$ cat config.mk
export PLATFORM = sky130hd
export DESIGN_NAME = cmau_unit
export DESIGN_NICKNAME = d
export VERILOG_FILES = /design/src/verilog/cmau_pkg.sv /design/src/verilog/cmau_unit.sv
export SDC_FILE = /design/constraint.sdc
export NUM_CORES = 1
export LEC_CHECK = 0
export BUFFER_PORTS_ARGS = -buffer_cell sky130_fd_sc_hd__buf_4
export CAP_MARGIN = 10
export CORE_MARGIN = 4
export CORE_UTILIZATION = 40
export CTS_CLUSTER_DIAMETER = 30
export DETAILED_ROUTE_END_ITERATION = 8
export HOLD_SLACK_MARGIN = 0.15
export PLACE_DENSITY = 0.68
export SYNTH_ARGS = -nofsm -noshare
export SYNTH_HDL_FRONTEND = slang
export SYNTH_SLANG_ARGS = --single-unit
$ cat constraint.sdc
create_clock -name clk -period 11.1 [get_ports clk]
set_clock_uncertainty 0.05 [all_clocks]
set_input_delay 0.555 -clock clk [delete_from_list [all_inputs] [get_ports clk]]
set_output_delay 0.555 -clock clk [all_outputs]
set_load 0.005 [all_outputs]
$ cat src/verilog/cmau_pkg.sv
package cmau_pkg;

    // operation codes presented by the sequencer
    typedef enum logic [2:0] {
        CMAU_OP_NONE   = 3'b000,
        CMAU_OP_SMUL   = 3'b001,
        CMAU_OP_UMUL   = 3'b010,
        CMAU_OP_LMUL   = 3'b011,
        CMAU_OP_FMUL   = 3'b100,
        CMAU_OP_ADD    = 3'b101,
        CMAU_OP_ADC    = 3'b110,
        CMAU_OP_ADCI   = 3'b111
    } cmau_op_type;

    typedef enum logic [2:0] {
        CMAU_ST_IDLE   = 3'b000,
        CMAU_ST_P1     = 3'b001,
        CMAU_ST_P2     = 3'b010,
        CMAU_ST_P3     = 3'b011,
        CMAU_ST_P4     = 3'b100,
        CMAU_ST_WAIT   = 3'b101
    } cmau_state_type;

    localparam logic [3:0] CMAU_AUX_REG      = 4'h4;
    localparam logic [3:0] CMAU_SIGNED_BYTE_MULTIPLY_REG     = 4'h6;
    localparam logic [3:0] CMAU_DEFAULT_REG  = 4'h0;
    localparam int         CMAU_CFG_SPEED_BIT = 5;
    localparam int         CMAU_ALTERNATE_MODE_FLAG_ONE_BIT      = 8;
    localparam int         CMAU_ALTERNATE_MODE_FLAG_TWO_BIT      = 9;
    localparam int         CMAU_PPB_W         = 18;
    // opcode bytes
    localparam logic [7:0] CMAU_ADD_HI       = 8'h50;
    localparam logic [7:0] CMAU_PFX_ADC      = 8'h3d;
    localparam logic [7:0] CMAU_PFX_ADCI     = 8'h3f;
    localparam logic [7:0] CMAU_PFX_ALTERNATE_MODE_FLAG_ONE     = 8'h3d;
    // extra idle cycles after each of the first three long-multiply passes in standard speed
    localparam logic [1:0] CMAU_SLOW_WAIT    = 2'h1;

endpackage

$ cat src/verilog/cmau_unit.sv
`timescale 1ns/1ns
module cmau_unit (
    input  wire logic                  clk,
    input  wire logic                  rstn,
    input  wire logic                  op_valid,
    input  wire cmau_pkg::cmau_op_type op_code,
    input  wire logic                  src_sel_valid,
    input  wire logic [3:0]            src_sel,
    input  wire logic                  dst_sel_valid,
    input  wire logic [3:0]            dst_sel,
    input  wire logic [3:0]            operand_sel,
    input  wire logic [15:0]           src_value,
    input  wire logic [15:0]           operand_value,
    input  wire logic [15:0]           signed_byte_multiply_value,
    input  wire logic [7:0]            core_config_register,
    input  wire logic                  alternate_mode_flag_one_prefix,
    input  wire logic                  alternate_mode_flag_two_prefix,
    input  wire logic                  carry_flag_in,
    output logic                       busy,
    output logic                       done,
    output logic                       wr_en,
    output logic [3:0]                 wr_addr,
    output logic [15:0]                wr_data,
    output logic                       aux_wr_en,
    output logic [15:0]                aux_wr_data,
    output logic [3:0]                 src_idx,
    output logic [3:0]                 dst_idx,
    output logic [15:0]                status_flags
);

    typedef struct packed {
        cmau_pkg::cmau_state_type st;
        logic                     fract;
        logic [3:0]               dst;
        logic [15:0]              s;
        logic [15:0]              m;
        logic [17:0]              ppb;
        logic [15:0]              aux;
        logic                     slow;
        logic [1:0]               wcnt;
        cmau_pkg::cmau_state_type ret;
        logic                     busy;
        logic                     done;
        logic                     wr_en;
        logic [3:0]               wr_addr;
        logic [15:0]              wr_data;
        logic                     aux_wr_en;
        logic [15:0]              aux_wr_data;
        logic [3:0]               src_idx;
        logic [3:0]               dst_idx;
        logic [15:0]              flags;
    } cmau_state_rec_type;

    cmau_state_rec_type r_r;
    cmau_state_rec_type r_nxt;

    logic [7:0]  ma;
    logic [7:0]  mb;
    logic        ma_sgn;
    logic        mb_sgn;
    logic [15:0] prod;
    logic [16:0] sum;
    logic [15:0] addb;
    logic        cin;
    logic        ovf;
    logic [17:0] ppb_add;

    // shared 8x8 multiplier with per-operand signedness
    always_comb begin
        logic signed [8:0]  xa;
        logic signed [8:0]  xb;
        logic signed [17:0] p;
        xa = 9'sh0;
        xb = 9'sh0;
        p = 18'sh0;
        xa = $signed({ma_sgn & ma[7], ma});
        xb = $signed({mb_sgn & mb[7], mb});
        p = xa * xb;
        prod = p[15:0];
    end

    always_comb begin
        ma = src_value[7:0];
        mb = operand_value[7:0];
        ma_sgn = (op_code == cmau_pkg::CMAU_OP_SMUL);
        mb_sgn = ma_sgn;
        unique case (r_r.st)
            cmau_pkg::CMAU_ST_P1: begin
                ma = r_r.s[7:0];
                mb = r_r.m[7:0];
                ma_sgn = 1'b0;
                mb_sgn = 1'b0;
            end
            cmau_pkg::CMAU_ST_P2: begin
                ma = r_r.s[15:8];
                mb = r_r.m[7:0];
                ma_sgn = 1'b1;
                mb_sgn = 1'b0;
            end
            cmau_pkg::CMAU_ST_P3: begin
                ma = r_r.s[7:0];
                mb = r_r.m[15:8];
                ma_sgn = 1'b0;
                mb_sgn = 1'b1;
            end
            cmau_pkg::CMAU_ST_P4: begin
                ma = r_r.s[15:8];
                mb = r_r.m[15:8];
                ma_sgn = 1'b1;
                mb_sgn = 1'b1;
            end
            default: begin
            end
        endcase
        ppb_add = r_r.ppb + {{2{prod[15]}}, prod};
    end

    // adder for the three add forms
    always_comb begin
        addb = (op_code == cmau_pkg::CMAU_OP_ADCI) ? {12'h000, operand_sel}
                                                   : operand_value;
        cin = (op_code != cmau_pkg::CMAU_OP_ADD) & carry_flag_in;
        sum = {1'b0, src_value} + {1'b0, addb} + {16'h0000, cin};
        ovf = (src_value[15] == addb[15]) && (sum[15] != src_value[15]);
    end

    always_comb begin
        logic [3:0] d;
        d = dst_sel_valid ? dst_sel : cmau_pkg::CMAU_DEFAULT_REG;
        r_nxt = r_r;
        r_nxt.done = 1'b0;
        r_nxt.wr_en = 1'b0;
        r_nxt.aux_wr_en = 1'b0;
        r_nxt.src_idx = src_sel_valid ? src_sel : cmau_pkg::CMAU_DEFAULT_REG;
        r_nxt.dst_idx = d;
        if (alternate_mode_flag_one_prefix) begin
            r_nxt.flags[cmau_pkg::CMAU_ALTERNATE_MODE_FLAG_ONE_BIT] = 1'b1;
        end
        if (alternate_mode_flag_two_prefix) begin
            r_nxt.flags[cmau_pkg::CMAU_ALTERNATE_MODE_FLAG_TWO_BIT] = 1'b1;
        end
        unique case (r_r.st)
            cmau_pkg::CMAU_ST_IDLE: begin
                if (op_valid) begin
                    unique case (op_code)
                        cmau_pkg::CMAU_OP_SMUL, cmau_pkg::CMAU_OP_UMUL: begin
                            r_nxt.wr_en = 1'b1;
                            r_nxt.wr_addr = d;
                            r_nxt.wr_data = prod;
                            r_nxt.done = 1'b1;
                        end
                        cmau_pkg::CMAU_OP_LMUL, cmau_pkg::CMAU_OP_FMUL: begin
                            r_nxt.fract = (op_code == cmau_pkg::CMAU_OP_FMUL);
                            r_nxt.dst = d;
                            r_nxt.s = src_value;
                            r_nxt.m = signed_byte_multiply_value;
                            r_nxt.ppb = '0;
                            r_nxt.slow = ~core_config_register[cmau_pkg::CMAU_CFG_SPEED_BIT];
                            r_nxt.st = cmau_pkg::CMAU_ST_P1;
                            r_nxt.busy = 1'b1;
                        end
                        cmau_pkg::CMAU_OP_ADD, cmau_pkg::CMAU_OP_ADC,
                        cmau_pkg::CMAU_OP_ADCI: begin
                            r_nxt.wr_en = 1'b1;
                            r_nxt.wr_addr = d;
                            r_nxt.wr_data = sum[15:0];
                            r_nxt.done = 1'b1;
                            r_nxt.flags = 16'h0000;
                            r_nxt.flags[0] = sum[15:0] == 16'h0000;
                            r_nxt.flags[1] = sum[16];
                            r_nxt.flags[2] = sum[15];
                            r_nxt.flags[3] = ovf;
                        end
                        default: begin
                        end
                    endcase
                end
            end
            cmau_pkg::CMAU_ST_WAIT: begin
                r_nxt.wcnt = r_r.wcnt - 2'h1;
                if (r_r.wcnt == 2'h1) begin
                    r_nxt.st = r_r.ret;
                end
            end
            default: begin
                unique case (r_r.st)
                    cmau_pkg::CMAU_ST_P1: begin
                        r_nxt.ppb = {10'h000, prod[15:8]};
                        r_nxt.aux[7:0] = prod[7:0];
                        r_nxt.ret = cmau_pkg::CMAU_ST_P2;
                    end
                    cmau_pkg::CMAU_ST_P2: begin
                        r_nxt.ppb = ppb_add;
                        r_nxt.ret = cmau_pkg::CMAU_ST_P3;
                    end
                    cmau_pkg::CMAU_ST_P3: begin
                        r_nxt.ppb = ppb_add;
                        r_nxt.aux[15:8] = ppb_add[7:0];
                        r_nxt.ret = cmau_pkg::CMAU_ST_P4;
                    end
                    default: begin
                        r_nxt.ppb[17:8] = r_r.ppb[17:8] + prod[9:0];
                        r_nxt.ret = cmau_pkg::CMAU_ST_IDLE;
                    end
                endcase
                if (r_r.st == cmau_pkg::CMAU_ST_P4) begin
                    r_nxt.busy = 1'b0;
                    r_nxt.done = 1'b1;
                    r_nxt.st = cmau_pkg::CMAU_ST_IDLE;
                    r_nxt.wr_addr = r_r.dst;
                    // buffer counts from product bit 8; top bits sign-extend into upper half
                    r_nxt.wr_data = prod + {{6{r_r.ppb[17]}}, r_r.ppb[17:8]};
                    r_nxt.wr_en = !(r_r.dst == cmau_pkg::CMAU_AUX_REG);
                    if (!r_r.fract) begin
                        r_nxt.aux_wr_en = 1'b1;
                        r_nxt.aux_wr_data = (r_r.dst == cmau_pkg::CMAU_AUX_REG)
                                          ? r_nxt.wr_data : r_nxt.aux;
                    end
                end else if (r_r.slow) begin
                    r_nxt.wcnt = cmau_pkg::CMAU_SLOW_WAIT;
                    r_nxt.st = cmau_pkg::CMAU_ST_WAIT;
                end else begin
                    r_nxt.st = r_nxt.ret;
                end
            end
        endcase
        if (!rstn) begin
            r_nxt = '0;
        end
    end

    always_ff @(posedge clk) begin
        r_r <= r_nxt;
    end

    assign busy = r_r.busy;
    assign done = r_r.done;
    assign wr_en = r_r.wr_en;
    assign wr_addr = r_r.wr_addr;
    assign wr_data = r_r.wr_data;
    assign aux_wr_en = r_r.aux_wr_en;
    assign aux_wr_data = r_r.aux_wr_data;
    assign src_idx = r_r.src_idx;
    assign dst_idx = r_r.dst_idx;
    assign status_flags = r_r.flags;

    AST_FMUL_AUX: assert property (@(posedge clk) disable iff (!rstn)
        done && $past(busy) && r_r.fract
        |-> !aux_wr_en && !(wr_en && wr_addr == cmau_pkg::CMAU_AUX_REG))
        else $error("fractional multiply wrote aux");
    AST_BYTE_ONE: assert property (@(posedge clk) disable iff (!rstn)
        op_valid && !busy && op_code == cmau_pkg::CMAU_OP_UMUL |=> done && wr_en)
        else $error("byte multiply not single pass");
    AST_LONG_FAST: assert property (@(posedge clk) disable iff (!rstn)
        op_valid && !busy && op_code == cmau_pkg::CMAU_OP_LMUL
        && core_config_register[cmau_pkg::CMAU_CFG_SPEED_BIT] |=> busy [*4] ##1 done)
        else $error("long multiply not four passes");
    AST_PPB_CLR: assert property (@(posedge clk) disable iff (!rstn)
        r_r.st == cmau_pkg::CMAU_ST_P1 |-> r_r.ppb == 18'h00000)
        else $error("partial product buffer not cleared");
    AST_LONG_DEST: assert property (@(posedge clk) disable iff (!rstn)
        done && busy == 1'b0 && $past(busy) && r_r.dst != cmau_pkg::CMAU_AUX_REG
        |-> wr_en && wr_addr == r_r.dst)
        else $error("long result not written");
    AST_ADD_FLAGS: assert property (@(posedge clk) disable iff (!rstn)
        $past(op_valid && !busy && op_code == cmau_pkg::CMAU_OP_ADD) && !$past(alternate_mode_flag_one_prefix)
        |-> status_flags[0] == (wr_data == 16'h0000) && !status_flags[8])
        else $error("add flags wrong");
    AST_ADD_NOCARRY: assert property (@(posedge clk) disable iff (!rstn)
        op_valid && !busy && op_code == cmau_pkg::CMAU_OP_ADD
        |=> wr_data == $past(src_value) + $past(operand_value))
        else $error("plain add used carry");
    AST_DEFAULT_REG: assert property (@(posedge clk) disable iff (!rstn)
        !dst_sel_valid |=> dst_idx == 4'h0)
        else $error("destination did not default");
    AST_ALTERNATE_MODE_FLAG_ONE: assert property (@(posedge clk) disable iff (!rstn)
        alternate_mode_flag_one_prefix |=> status_flags[8])
        else $error("alt flag not set");
    COV_LMUL: cover property (@(posedge clk) busy ##[1:12] done && aux_wr_en);
    COV_ADD: cover property (@(posedge clk) done && !busy && status_flags[1]);
    COV_SLOW: cover property (@(posedge clk) r_r.st == cmau_pkg::CMAU_ST_WAIT);

endmodule // cmau_unit
==> results by group <==
Outcome
  • Status: completed

STA
  • Fin crit share: 80.95%
  • Slew Limit Fails: 0
  • Tmin final: roughly 9000 ps
  • Final hold vios: 0
  • RSZ-0062 raised after global routing: false
  • Slew headroom: 20.48%
  • Max Clock Freq: 111.3 MHz
  • Worst Max-Slew Pin Slew: 1184 ps
  • Setup TNS Final: 0 ps
  • Hold_ws: 246.0 ps
  • # setup viols final: 0

Placed design
  • Final Wtd Congestion: 0.9053
  • Hpwl dp: 25700 um
  • Buffers added on ports: roughly 130

Flow run
  • Max Cap Viol: 0

Routing
  • # DRC: 0
  • Routed Antenna Nets: 0
  • Final wirelength: 33840 um
  • Length of the first detailed-routing pass in iterations: 9
  • Vias per cell: about 5.5
  • DR vias: between 10000 and 15000
  • Detailed router's first-iteration violation count: 697
  • Wirelength per Cell: 18.25 um

Finish
  • Post-layout util: 46.27%
  • Fill cells: 2842
  • Layout net count: 1690
  • Layout cells sized above 1: 13.75%
  • P&R area growth vs syn: 13.15%
  • N_diodes: 0

Hold path
  • Worst hold path class: input port to register

Yosys
  • Post-synth top flop: dfxtp_1
  • Syn. warnings: 0
  • #FFs+latches synth: ~130
  • Sequential fraction of the synthesis area: 23.36%
  • Top post-synthesis cells by area: dfxtp_1 (23%), fa_1 (12%), ha_1 (8.8%), nand2_1 (6.0%), a21oi_1 (4.3%)
  • Post-synth ARST share: 0%
  • Top-area cell type share of the netlist area: 23.36%
  • Post-Synthesis Cells: 1416
  • EDFF count, synth: 0
  • Netlist Area Pre-Place: between 10000 and 15000 um2
  • Area leader, netlist: dfxtp_1
  • Avg Inst Size Synth: 8.111 um2
  • Library cells used by synthesis: 68

Setup path
  • Crit path largest cell delay: 910 ps
  • Cell family contributing the most delay on the critical path: adder cells
  • Critical setup path kind: register to register
  • Slowest cell on the critical path: xnor2_1
  • CP Max Fanout: 31
  • Crit end category: register
  • Worst EP required: 11410 ps
  • CP dominant cell by count: fa_1
  • Worst setup SP type: register
  • Arr. time, crit path: between 9000 and 10000 ps
  • Buf/Inv on CP: 4

Clock network
  • Clock transition at path regs: roughly 80 ps
  • Clk_lat worst skew: around 440 ps
  • Clock sinks: 134
  • Max clock buf depth: 2
  • Hold buffers post-CTS: 0
  • Number of buffers created by CTS: 17
  • Htree depth: 4
  • # resized after CTS: 0
  • Post-CTS Setup Bufs: 0
  • CTS root buffer: clkbuf_16
  • CTS tree: built

Floorplan
  • Die ar.: 31490 um2
  • Row Count: slightly above 60
  • Initial core utilization: 40.89%
  • Core area: 28090 um2
  • # IOs: 143
  • Die span in x: 177.4 um
  • Chip Height: 177.4 um

GRT
  • Number of global-route vias before repair: 9901
  • Largest net degree at the start of global routing: 74
  • Initial antenna violation count: 0
  • Grt total ovfl: 0
  • Global Route Usage Sum: approximately 21%
  • Global-route wire length before repair: 53760 um
==> per-stage QoR <==
stage          cell area [um2]  setup WS [ps]  std cells
2_1_floorplan            11520           3193       1425
3_3_place_gp             12370           2365       1822
3_5_place_dp             12370           2309       1822
4_1_cts                  13000           2248       1854
5_1_grt                  13000           1699       1854
6_report                 13000           2115       1854
==> registers in the layout, indices dropped and copies added (netlist names) <==
register,flops
aux_wr_data,16
aux_wr_en,1
busy,1
done,1
dst_idx,4
r_r,80
src_idx,4
status_flags,6
wr_addr,4
wr_data,16
wr_en,1
==> final cells by class <==
cell class                 count  area (um2)  area share [%]
clock buffer                  17       425.4           3.274
clock inverter                15       203.9           1.569
inverter                      98       367.9           2.831
multi-input combinational   1067        7752           59.66
sequential                   134        2684           20.65
tap                          378       473.0           3.640
timing repair buffer         145        1089           8.377
==> worst reg2reg max path: stages (launching register included) <==
cell and delay [ps]:
dfxtp_1 670, buf_4 420, or2_4 360, mux2_2 380, o21ai_2 500, a31o_2 360
nand2b_1 180, fa_1 430, fa_1 540, inv_1 60, fa_1 520, fa_1 550
inv_1 50, fa_1 500, inv_1 40, ha_1 310, o21ai_0 120, a21oi_1 140
nor2_1 80, xnor2_1 910, ha_1 450, a21o_1 180, a21oi_1 130, nand2_1 100
o31ai_1 330, xor2_1 250, a21oi_1 130, o31ai_1 190
==> path summary, 6_finish.rpt <==
path | startpoint | to | slack, ps | depth (start not counted)
max | r_r[142] | aux_wr_data[15] | 2110 | 27
min | core_config_register[5] | r_r[69] | 250 | 2
max reg2reg | r_r[142] | aux_wr_data[15] | 2110 | 27
min reg2reg | r_r[120] | r_r[120] | 400 | 2
==> logic make-up (layout without fill, tap and decap cells) <==
family / after synthesis / after routing / synth area share, %
AOI/OAI and AO/OA: 345 / 345 / 19.13
xor gates and xnor gates: 60 / 60 / 4.695
adders and majority gates: 148 / 148 / 20.50
buffers and inverters: 224 / 275 / 9.489
DFF: 134 / 134 / 23.36
muxes: 44 / 44 / 3.900
other: 1 / 10 / 0.03265
and+or+nand+nor: 460 / 460 / 18.89
==> synthesized netlist by cell type (6+ instances only) <==
master,number
nand2_1,184
dfxtp_1,134
nor2_1,104
a21oi_1,98
inv_1,97
o21ai_0,88
ha_1,81
fa_1,67
buf_4,62
clkbuf_1,56
nor2b_1,44
xnor2_1,43
mux2i_1,38
nand2b_1,31
and2_1,28
a22oi_1,20
nand3_1,19
a21boi_0,18
xor2_1,16
a21o_1,14
and3_1,14
a211oi_1,13
nor3_1,13
a221oi_1,11
o211ai_1,9
a222oi_1,8
o211a_1,8
o21a_1,8
mux2_2,6
o22ai_1,6
==> routing by layer <==
metal / GRT usage, % / part of all wire [%] / vias up
li1: - / - / 4854
met1: 29.14 / 44 / 4961
met2: 35.47 / 47 / 358
met3: 3.302 / 6.2 / 54
met4: 6.445 / 2.4 / 0
met5: 0 / 0 / -
==> layout by cell type, fill, tap and decap left out, types with 9 or more instances in the layout <==
cell type	instances
nand2_1	184
buf_4	145
dfxtp_1	133
nor2_1	104
a21oi_1	98
inv_1	97
o21ai_0	88
ha_1	81
fa_1	67
nor2b_1	44
xnor2_1	43
mux2i_1	38
nand2b_1	31
and2_1	28
a22oi_1	20
nand3_1	19
a21boi_0	18
clkbuf_16	17
xor2_1	16
a21o_1	14
and3_1	14
a211oi_1	13
nor3_1	13
a221oi_1	11
conb_1	10
o211ai_1	9
Power is not shown: default switching activity piles up to over one toggle a cycle in this logic, so the estimate is an artifact.
